$ cat src/verilog/wse_pkg.sv
package wse_pkg;

	// register offsets within the bank
	localparam logic [7:0] EVT_SEL_OFFSET = 8'h00;
	localparam logic [7:0] STATE_EN_OFFSET = 8'h01;

	// field positions of the wake state enable register
	localparam int BTN_SUSPEND_BIT = 3;
	localparam int BTN_SOFTOFF_BIT = 2;
	localparam int PWR_SUSPEND_BIT = 1;
	localparam int PWR_SOFTOFF_BIT = 0;

	// reset values
	localparam logic [7:0] STATE_EN_RESET = 8'h00;
	localparam logic [4:0] EVT_SEL_RESET = 5'h00;

	// bits kept per event class
	localparam logic [7:0] CLASS_A_MASK = 8'h0F;
	localparam logic [7:0] CLASS_B_MASK = 8'h03;

	// events 19h..1Bh are class B, 17h and 1Dh are unused
	localparam logic [31:0] CLASS_B_EVENTS = 32'h0E00_0000;

	// power button pulse length, in ns, and in cycles at 25 MHz
	localparam int CLK_PERIOD_NS = 40;
	localparam int BTN_PULSE_NS = 1000;
	localparam int BTN_PULSE_CYCLES =
		(BTN_PULSE_NS + CLK_PERIOD_NS - 1) / CLK_PERIOD_NS;

	typedef struct packed {
		logic write;
		logic read;
		logic [7:0] offset;
		logic [7:0] wrData;
	} wse_bus_type;

	typedef struct packed {
		logic suspendRam;
		logic softOff;
	} wse_sleep_type;

endpackage

$ cat src/verilog/wse_wake_state_enable.sv
`timescale 1ns/1ps

// What this block does
// (RULE1) class A button pulse in suspend-to-RAM, bit 3
// (RULE2) class A button pulse in soft-off, bit 2
// (RULE3) button pulse only when output mode zero
// (RULE4) general event enable ignored by outputs
// (RULE5) bit 1 powers on from suspend-to-RAM
// (RULE6) bit 0 powers on from soft-off
// (RULE7) power-on only when external state select zero
// (RULE8) all enables reset to zero
// (RULE9) event select picks which enables are accessed
// (RULE10) class B events hold only bits 1..0
// (RULE11) reserved bits read zero, writes ignored
module wse_wake_state_enable #(
	parameter int EVENTS = 32,
	parameter int PULSE_CYCLES = wse_pkg::BTN_PULSE_CYCLES
) (
	// clock and reset
	input wire logic ref_clk,
	input wire logic reset_n,
	// register access
	input wire wse_pkg::wse_bus_type regBus,
	output logic [7:0] rdData,
	// configuration bits held elsewhere
	input wire logic button_output_mode,
	input wire logic external_state_select,
	input wire logic [EVENTS-1:0] general_event_enable,
	// sleep state and events
	input wire wse_pkg::wse_sleep_type sleepState,
	input wire logic [EVENTS-1:0] eventActive,
	// outputs
	output logic power_button_out,
	output logic main_power_on_control
);

	typedef struct packed {
		logic [4:0] wake_event_select;
		logic [EVENTS-1:0][3:0] wake_state_enable;
		logic [EVENTS-1:0] eventPrev;
		logic buttonTrig;
		logic powerOn;
		logic [7:0] rdData;
	} wse_state_type;

	wse_state_type state_ff;
	wse_state_type nxt_state;
	logic [1:0] rstSync_ff;
	logic rstSync_n;
	logic [EVENTS-1:0] rising;
	logic [EVENTS-1:0] btnHit;
	logic [EVENTS-1:0] pwrHit;
	logic [7:0] selMask;
	logic [7:0] selValue;

	// reset release through two flops
	always_ff @(posedge ref_clk or negedge reset_n)
	begin
		if (!reset_n)
			rstSync_ff <= 2'b00;
		else
			rstSync_ff <= {rstSync_ff[0], 1'b1};
	end
	assign rstSync_n = rstSync_ff[1];

	// per-event decode; general_event_enable is deliberately unused
	genvar g;
	generate
		for (g = 0; g < EVENTS; g++)
		begin : gen_evt
			logic isB;
			logic [3:0] en;
			assign isB = wse_pkg::CLASS_B_EVENTS[g];
			assign en = state_ff.wake_state_enable[g];
			assign rising[g] = eventActive[g] && !state_ff.eventPrev[g];
			assign btnHit[g] = rising[g] && !isB && // see RULE10
				((en[wse_pkg::BTN_SUSPEND_BIT] && sleepState.suspendRam) ||
				(en[wse_pkg::BTN_SOFTOFF_BIT] && sleepState.softOff)); // see RULE1, RULE2, RULE4
			assign pwrHit[g] = rising[g] &&
				((en[wse_pkg::PWR_SUSPEND_BIT] && sleepState.suspendRam) ||
				(en[wse_pkg::PWR_SOFTOFF_BIT] && sleepState.softOff)); // see RULE5, RULE6, RULE4
		end
	endgenerate

	assign selMask = wse_pkg::CLASS_B_EVENTS[state_ff.wake_event_select] ?
		wse_pkg::CLASS_B_MASK : wse_pkg::CLASS_A_MASK; // see RULE10
	assign selValue = {4'h0,
		state_ff.wake_state_enable[state_ff.wake_event_select]} & selMask; // see RULE11

	always_comb
	begin
		nxt_state = state_ff;
		nxt_state.eventPrev = eventActive;
		nxt_state.buttonTrig = (|btnHit) && !button_output_mode; // see RULE3
		// power-on stays active until reset, external state select or leaving sleep
		if (external_state_select)
			nxt_state.powerOn = 1'b0; // see RULE7
		else if (|pwrHit)
			nxt_state.powerOn = 1'b1;
		else if (!sleepState.suspendRam && !sleepState.softOff)
			nxt_state.powerOn = 1'b0;
		if (regBus.write && regBus.offset == wse_pkg::EVT_SEL_OFFSET)
			nxt_state.wake_event_select = regBus.wrData[4:0];
		if (regBus.write && regBus.offset == wse_pkg::STATE_EN_OFFSET)
			nxt_state.wake_state_enable[state_ff.wake_event_select] =
				regBus.wrData[3:0] & selMask[3:0]; // see RULE9, RULE11
		if (regBus.read)
		begin
			if (regBus.offset == wse_pkg::EVT_SEL_OFFSET)
				nxt_state.rdData = {3'h0, state_ff.wake_event_select};
			else if (regBus.offset == wse_pkg::STATE_EN_OFFSET)
				nxt_state.rdData = selValue; // see RULE9
			else
				nxt_state.rdData = 8'h00;
		end
	end

	always_ff @(posedge ref_clk or negedge rstSync_n)
	begin
		if (!rstSync_n)
		begin
			state_ff.wake_event_select <= wse_pkg::EVT_SEL_RESET;
			state_ff.wake_state_enable <= '0; // see RULE8
			state_ff.eventPrev <= '0;
			state_ff.buttonTrig <= 1'b0;
			state_ff.powerOn <= 1'b0;
			state_ff.rdData <= 8'h00;
		end
		else
		begin
			state_ff.wake_event_select <= nxt_state.wake_event_select;
			state_ff.wake_state_enable <= nxt_state.wake_state_enable;
			state_ff.eventPrev <= nxt_state.eventPrev;
			state_ff.buttonTrig <= nxt_state.buttonTrig;
			state_ff.powerOn <= nxt_state.powerOn;
			state_ff.rdData <= nxt_state.rdData;
		end
	end

	wse_pulse_gen #(
		.LENGTH(PULSE_CYCLES)
	) u_pulse (
		.ref_clk(ref_clk),
		.rstSync_n(rstSync_n),
		.trigger(state_ff.buttonTrig),
		.pulse(power_button_out)
	);

	assign main_power_on_control = state_ff.powerOn;
	assign rdData = state_ff.rdData;

	property p_btn_mode;
		@(posedge ref_clk) disable iff (!rstSync_n)
		(|btnHit) && button_output_mode |=> !state_ff.buttonTrig;
	endproperty
	a_btn_mode: assert property (p_btn_mode) // see RULE3
		else $error("button pulse despite output mode");

	property p_btn_fire;
		@(posedge ref_clk) disable iff (!rstSync_n)
		(|btnHit) && !button_output_mode && !power_button_out
		|-> ##2 power_button_out;
	endproperty
	a_btn_fire: assert property (p_btn_fire) // see RULE1
		else $error("no button pulse on enabled event");

	property p_btn_softoff;
		@(posedge ref_clk) disable iff (!rstSync_n)
		(|btnHit) && sleepState.softOff && !button_output_mode &&
		!power_button_out |-> ##2 power_button_out;
	endproperty
	a_btn_softoff: assert property (p_btn_softoff) // see RULE2
		else $error("no button pulse in soft-off");

	property p_pwr_fire;
		@(posedge ref_clk) disable iff (!rstSync_n)
		(|pwrHit) && !external_state_select |=> main_power_on_control;
	endproperty
	a_pwr_fire: assert property (p_pwr_fire) // see RULE5
		else $error("power-on not activated");

	// events whose general enable is clear must still power on
	property p_pwr_gee;
		@(posedge ref_clk) disable iff (!rstSync_n)
		(|(pwrHit & ~general_event_enable)) && !external_state_select
		|=> main_power_on_control;
	endproperty
	a_pwr_gee: assert property (p_pwr_gee) // see RULE4
		else $error("power-on gated by general event enable");

	property p_pwr_ext;
		@(posedge ref_clk) disable iff (!rstSync_n)
		external_state_select |=> !main_power_on_control;
	endproperty
	a_pwr_ext: assert property (p_pwr_ext) // see RULE7
		else $error("power-on while external state select");

	property p_rsvd_read;
		@(posedge ref_clk) disable iff (!rstSync_n)
		regBus.read && regBus.offset == wse_pkg::STATE_EN_OFFSET
		|=> rdData[7:4] == 4'h0;
	endproperty
	a_rsvd_read: assert property (p_rsvd_read) // see RULE11
		else $error("reserved bits read nonzero");

	property p_classb_btn;
		@(posedge ref_clk) disable iff (!rstSync_n)
		regBus.read && regBus.offset == wse_pkg::STATE_EN_OFFSET &&
		wse_pkg::CLASS_B_EVENTS[state_ff.wake_event_select]
		|=> rdData[3:2] == 2'b00;
	endproperty
	a_classb_btn: assert property (p_classb_btn) // see RULE10
		else $error("class B button bits set");

	property p_wr_rd;
		@(posedge ref_clk) disable iff (!rstSync_n)
		regBus.write && regBus.offset == wse_pkg::STATE_EN_OFFSET
		##1 regBus.read && regBus.offset == wse_pkg::STATE_EN_OFFSET &&
		!$changed(state_ff.wake_event_select)
		|=> rdData == ($past(regBus.wrData, 2) & $past(selMask, 2));
	endproperty
	a_wr_rd: assert property (p_wr_rd) // see RULE9
		else $error("enable readback mismatch");

	property p_reset_clear;
		@(posedge ref_clk) $rose(rstSync_n) |-> state_ff.wake_state_enable == '0;
	endproperty
	a_reset_clear: assert property (p_reset_clear) // see RULE8
		else $error("enables not cleared by reset");

endmodule

$ cat src/verilog/wse_pulse_gen.sv
`timescale 1ns/1ps

// fixed-length pulse from a one-cycle trigger; retriggers while busy are
// folded into the running pulse
module wse_pulse_gen #(
	parameter int LENGTH = 25
) (
	// clock and reset
	input wire logic ref_clk,
	input wire logic rstSync_n,
	// trigger and pulse
	input wire logic trigger,
	output logic pulse
);

	typedef struct packed {
		logic [15:0] count;
		logic active;
	} wse_pulse_state_type;

	wse_pulse_state_type state_ff;
	wse_pulse_state_type nxt_state;

	always_comb
	begin
		nxt_state = state_ff;
		if (trigger && !state_ff.active)
		begin
			nxt_state.active = 1'b1;
			nxt_state.count = 16'(LENGTH - 1);
		end
		else if (state_ff.active)
		begin
			if (state_ff.count == 16'h0000)
				nxt_state.active = 1'b0;
			else
				nxt_state.count = state_ff.count - 16'h0001;
		end
	end

	always_ff @(posedge ref_clk or negedge rstSync_n)
	begin
		if (!rstSync_n)
			state_ff <= '0;
		else
			state_ff <= nxt_state;
	end

	assign pulse = state_ff.active;

	property p_pulse_len;
		@(posedge ref_clk) disable iff (!rstSync_n)
		$rose(pulse) |-> pulse [*8];
	endproperty
	a_pulse_len: assert property (p_pulse_len) // see RULE1
		else $error("pulse shorter than expected");

endmodule

$ cat config.mk
export PLATFORM = sky130hd
export DESIGN_NAME = wse_wake_state_enable
export DESIGN_NICKNAME = d
export VERILOG_FILES = /design/src/verilog/wse_pkg.sv /design/src/verilog/wse_wake_state_enable.sv /design/src/verilog/wse_pulse_gen.sv
export SDC_FILE = /design/constraint.sdc
export NUM_CORES = 1
export LEC_CHECK = 0
export BUFFER_PORTS_ARGS = -buffer_cell sky130_fd_sc_hd__buf_2
export CAP_MARGIN = 5
export CORE_AREA = 10 10 165 167
export DETAILED_ROUTE_END_ITERATION = 10
export DIE_AREA = 0 0 175 177
export GPL_TIMING_DRIVEN = 0
export PLACE_DENSITY = 0.6
export SYNTH_ARGS = -nofsm -noshare
export SYNTH_HDL_FRONTEND = slang
export SYNTH_SLANG_ARGS = --single-unit
$ cat constraint.sdc
create_clock -name ref_clk -period 8.4 [get_ports ref_clk]
set_input_delay 1.26 -clock ref_clk [delete_from_list [all_inputs] [get_ports ref_clk]]
set_output_delay 1.26 -clock ref_clk [all_outputs]
set_load 0.03 [all_outputs]
# [Word-level counts from Yosys, hierarchy flattened]
# Memory sizes are Yosys's and may differ from the RTL's.
# Index checks and enable logic that the tools add are counted.
# W data, S select, Z words.
[totals] mem_bits_ro=32 input_bits=88 reg_bits=194 mem_count=1 elab_cells=389 out_inout_bits=10
[mem_list] name="(name not given)" words=32 word_bits=1 read_ports=1 rd_clocked_by_memory_dff=0 wr=0 line="wse_wake_state_enable.sv:85" text="assign selMask = wse_pkg::CLASS_B_EVENTS[state_ff.wake_event_select] ?"
[classes] add_sub_neg=1 bitwise_logic=2 magnitude_cmp=2 n_reduce_logical=325 eq_ne=2 muxes=16
[ops] cell="$logic_and A1 B1 Y1" n=221
[ops] cell="$bwmux W128" n=1
[ops] cell="$logic_or A1 B1 Y1" n=61
[ops] cell="$logic_not A1 Y1" n=36
[ops] cell="$mux W17" n=2
[ops] cell="$reduce_or A32 Y1" n=1
[ops] cell="$reduce_or A29 Y1" n=1
[ops] cell="$bmux W4 S5" n=1
[ops] cell="$demux W4 S5" n=1
[ops] cell="$logic_not A16 Y1" n=1
[ops] cell="$mux W16" n=1
[ops] cell="$mux W8" n=2
[ops] cell="$sub A16 B1 Y16 const B" n=1
[ops] cell="$mux W4" n=3
[ops] cell="$and A4 B4 Y4" n=2
[ops] cell="$eq A8 B1 Y1 const B" n=1
[ops] cell="$logic_not A8 Y1" n=1
[ops] cell="$lt A5 B6 Y1 const B" n=1
[ops] cell="$ge A5 B1 Y1 const B" n=1
[ops] cell="$mux W1" n=5
[ops] cell="$reduce_bool A3 Y1" n=1
[ops] cell="$ne A2 B1 Y1 const B" n=1
[ops] cell="$reduce_and A2 Y1" n=1
[ops] cell="$reduce_bool A2 Y1" n=1

# [Depth between registers and ports, before layout]
[logic_depth] word_depth=6 ltp_mapped=7 ltp_nobuf=7

# [By module]
# From an unflattened synthesis, not the netlist that was laid out.
[unflattened] hier_cells=727 hier_area_um2=9350.2
[modules_own_cells] module="wse_wake_state_enable" seq_area_each_um2=4354.2 area_each_um2=8423.1 instances=1 cells_per_inst=634
[modules_own_cells] module="wse_pulse_gen" seq_area_each_um2=425.4 area_each_um2=927.1 instances=1 cells_per_inst=93

# [Least setup slack after synthesis]
# OpenSTA, ideal clock, no wires.
[synth_timing] path_kind="in2reg" start="input port regBus[13] (netlist bit)" end="register state_ff, in the netlist gen_evt[20].en[0]" path_stages=7 n_path_buf=3 setup_time_ns=0.125 required_ns=8.275 t_arrival_ns=2.997 slack_ns=5.279 cell_sequence="or4_1 -> buf_2 -> nor3_4 -> buf_12 -> and3_2 -> buf_6 -> mux2_2"
[synth_via] elab_chain_cells=2
[synth_lines] element="start: declaration" line="wse_wake_state_enable.sv:23" text="input wire wse_pkg::wse_bus_type regBus,"
[synth_lines] element="$eq A8 B1 Y1" line="wse_wake_state_enable.sv:104" text="if (regBus.write && regBus.offset == wse_pkg::STATE_EN_OFFSET)"
[synth_lines] element="$logic_and A1 B1 Y1" line="wse_wake_state_enable.sv:104"
[synth_lines] element="end: declaration" line="wse_wake_state_enable.sv:46" text="wse_state_type state_ff;"
# No other way between the ends.
# A chain may end at the register's enable or synchronous reset.

# [Worst setup path after layout]
[layout_timing] start="input port regBus[13] (netlist bit)" end="register state_ff, in the netlist gen_evt[2].en[0]"
# The elaborated chain is that of the path after synthesis.

==> impl_results.md <==
* Syn Area/Cell at 12.2 um2
* Number of flops mapped to enable cells by yosys at 0
* Routed WL at 29,300 um
* CTS tree: done
* Post-CTS Resized at 0
* Final Hold Vio Count at 0
* Commonest non-fill, non-tap cell in the layout: dfrtp_1
* CTS sink cnt at 191
* Clock transition at path regs at 0.07 ns
* H-tree lvl count at 4
* Most frequent cells in the layout: 190 x dfrtp_1, 85 x mux2_2, 68 x nand2_1, 68 x buf_2, 62 x a22oi_1
* Post-CTS Setup Bufs at 0
* Final GP Congestion at 1.04
* Clk_skew at 0.00895 ns
* DRC Markers at 0
* Synth cell types at 61
* Overall die height at 177 um
* Die Area at 0.0310 mm2
* Placed Cells at 1,153
* Core area at 0.0240 mm2
* Pwr dens at 180 mW/mm2
* GRT Resource Usage Total at 19.2%
* Fin util at 44.9%
* I/O Buffers at 55
* Vias in the first global route at 7,088
* Mapped Cells at 769
* Clk buf depth at 2
* Antenna violations before repair at 0
* Worst-margin pin slew at 1.36 ns
* Max Slew Vio Count at 0
* Final setup fails at 0
* Crit path kind: input port to register
* Pre-antenna DRT Iters at 6
* Slew headroom at 8.39%
* RSZ-0062 raised after global routing: false
* Die Wd at 175 um
* Iter 0 DRT Violations at 766
* Via density per instance at 5.93
* CP arrival at 3.72 ns
* Total negative slack at 0 ns
* Post-Layout Cell Count at 1,185
* CP endpoint kind: register
* Status: complete, no violations
* Synth warnings at 0
* Skew-Pair Late Insertion Delay at 0.45 ns
* Routed Antenna Nets at 0
* Diode count at 0
* CTS Hold Bufs at 0
* Flops & latches, synth at 191
* Global-route wire length before repair at 44,500 um
* Via Count at 7,022
* Final critical-path share of the clock period at 40.3%
* Final instance area at 0.0108 mm2
* CP required at 8.74 ns
* Worst vdd ir at 0.125 mV
* Cts bufs inserted at 17
* Ys flop type: dfrtp_1
* Crit path max fanout at 8
* Ys async rst share at 100%
* Largest net degree at the start of global routing at 69
* P_leak at 0.00481 uW
* Site row count at 57
* Max Fclk at 296 MHz
* Root buffer cell: clkbuf_16
* Max-Cap Viols at 0
* Boundary pin count at 98
* DP Area at 0.0101 mm2
* GRT overflow at 0
* Nets at 938
* Final HPWL DP at 21,300 um
* Min-delay worst type: register to register
* Layout cells sized above 1 at 30.0%
* Routed wire length per instance at 24.7 um
* Share of the yosys chip area belonging to registers at 50.9%
* Mapped Area at 0.00938 mm2
* Layout area overhead at 14.7%
* Critical path launch point type: input port
* Min Tclk post-route at 3.38 ns
* Initial core utilization at 39.1%
## routing by layer
| layer | routed length, um | GRT usage, % | share of wire, % |
|---|---|---|---|
| met1 | 11900 | 25.2 | 41 |
| met2 | 13200 | 29.3 | 45 |
| met3 | 2650 | 4.01 | 9.0 |
| met4 | 1590 | 10.5 | 5.4 |
| met5 | 0 | 0 | 0 |
## registers in the layout, indices dropped and copies added (netlist names)
register and count:
gen_evt.en 128, main_power_on_control 1, state_ff 38, rdData 5
u_pulse.pulse 1, u_pulse.state_ff 16, rstSync_ff 2
## where the power goes
group / switching [uW] / internal [uW] / leakage [uW]
combinational: 87.4 / 34.8 / 0.00195
sequential: 8.88 / 929 / 0.00256
clock: 397 / 480 / 0.000306
total: 493 / 1440 / 0.00481
## cell usage after synthesis, types with 3 or more instances
| master | n | area share [%] |
|---|---|---|
| and3_2 | 7 | 0.56 |
| a211oi_1 | 3 | 0.24 |
| nand4b_1 | 4 | 0.37 |
| nand4_1 | 5 | 0.33 |
| mux2i_1 | 3 | 0.32 |
| a21oi_1 | 3 | 0.16 |
| nor2_1 | 21 | 0.84 |
| and3_1 | 4 | 0.27 |
| o21ai_0 | 56 | 3.0 |
| buf_2 | 12 | 0.64 |
| nand2b_1 | 27 | 1.8 |
| or4_1 | 3 | 0.24 |
| clkbuf_1 | 29 | 1.2 |
| nor3_1 | 6 | 0.32 |
| mux2_2 | 85 | 10 |
| nor4_1 | 9 | 0.60 |
| a22o_1 | 12 | 1.1 |
| nor2b_1 | 14 | 0.93 |
| dfrtp_1 | 191 | 51 |
| clkbuf_8 | 5 | 0.73 |
| mux4_2 | 32 | 7.7 |
| a22oi_1 | 62 | 5.0 |
| inv_1 | 10 | 0.40 |
| buf_4 | 8 | 0.64 |
| o22ai_1 | 16 | 1.1 |
| nand4_4 | 7 | 1.6 |
| xor2_1 | 10 | 0.93 |
| o32ai_1 | 3 | 0.28 |
| nand3_1 | 9 | 0.48 |
| and2_1 | 3 | 0.20 |
| nand2_1 | 68 | 2.7 |
## cell type report
| type | instances | area (um2) |
|---|---|---|
| flip-flops and latches | 191 | 4780 |
| clock buffers | 17 | 425 |
| clock inverters | 15 | 200 |
| plain buffers | 60 | 362 |
| inverters | 10 | 37.5 |
| repair buffers | 58 | 335 |
| fillers | 2289 | 13200 |
| multi-input cells | 510 | 4210 |
| well taps | 324 | 405 |
## worst max-delay path, stage by stage
cell and delay (ns):
buf_2 0.09, or4_1 0.52, buf_2 0.20, nor4_4 0.90
nand2_1 0.35, mux2_2 0.38
## stage by stage
step | power, uW | setup slack [ns] | hold slack (ns)
detailed placement | 1080 | 4.61 | 0.340
finish | 1940 | 5.02 | 0.354
global placement | 1070 | 0.427 | 0.336
global route | 2000 | 4.98 | 0.363
floorplan | 1020 | 2.68 | 0.331
CTS | 1950 | 5.08 | 0.357
## cells by family (layout without fill, tap and decap cells)
group	after synthesis	after routing	synth area share, %
AOI/OAI and AO/OA	172	172	12.4
xor gates and xnor gates	10	10	0.934
adders and majority gates	2	2	0.267
buffers and inverters	70	160	4.25
DFF	191	191	50.9
muxes	120	120	18.2
other	2	4	0.0801
and+or+nand+nor	202	202	12.9
## worst paths after layout
kind	from	to	slack, ns	depth (start not counted)
setup / recovery	regBus[13]	gen_evt[2].en[0]	5.02	6
hold / removal	rstSync_ff[0]	rstSync_ff[1]	0.35	0
setup reg to reg	state_ff[171]	rdData[3]	5.52	6
hold reg to reg	rstSync_ff[0]	rstSync_ff[1]	0.35	0
max in group asynchronous	rstSync_ff[1]	gen_evt[24].en[3]	6.85	2
min in group asynchronous	rstSync_ff[1]	gen_evt[19].en[0]	0.39	0
(Power assumes the default switching activity.)
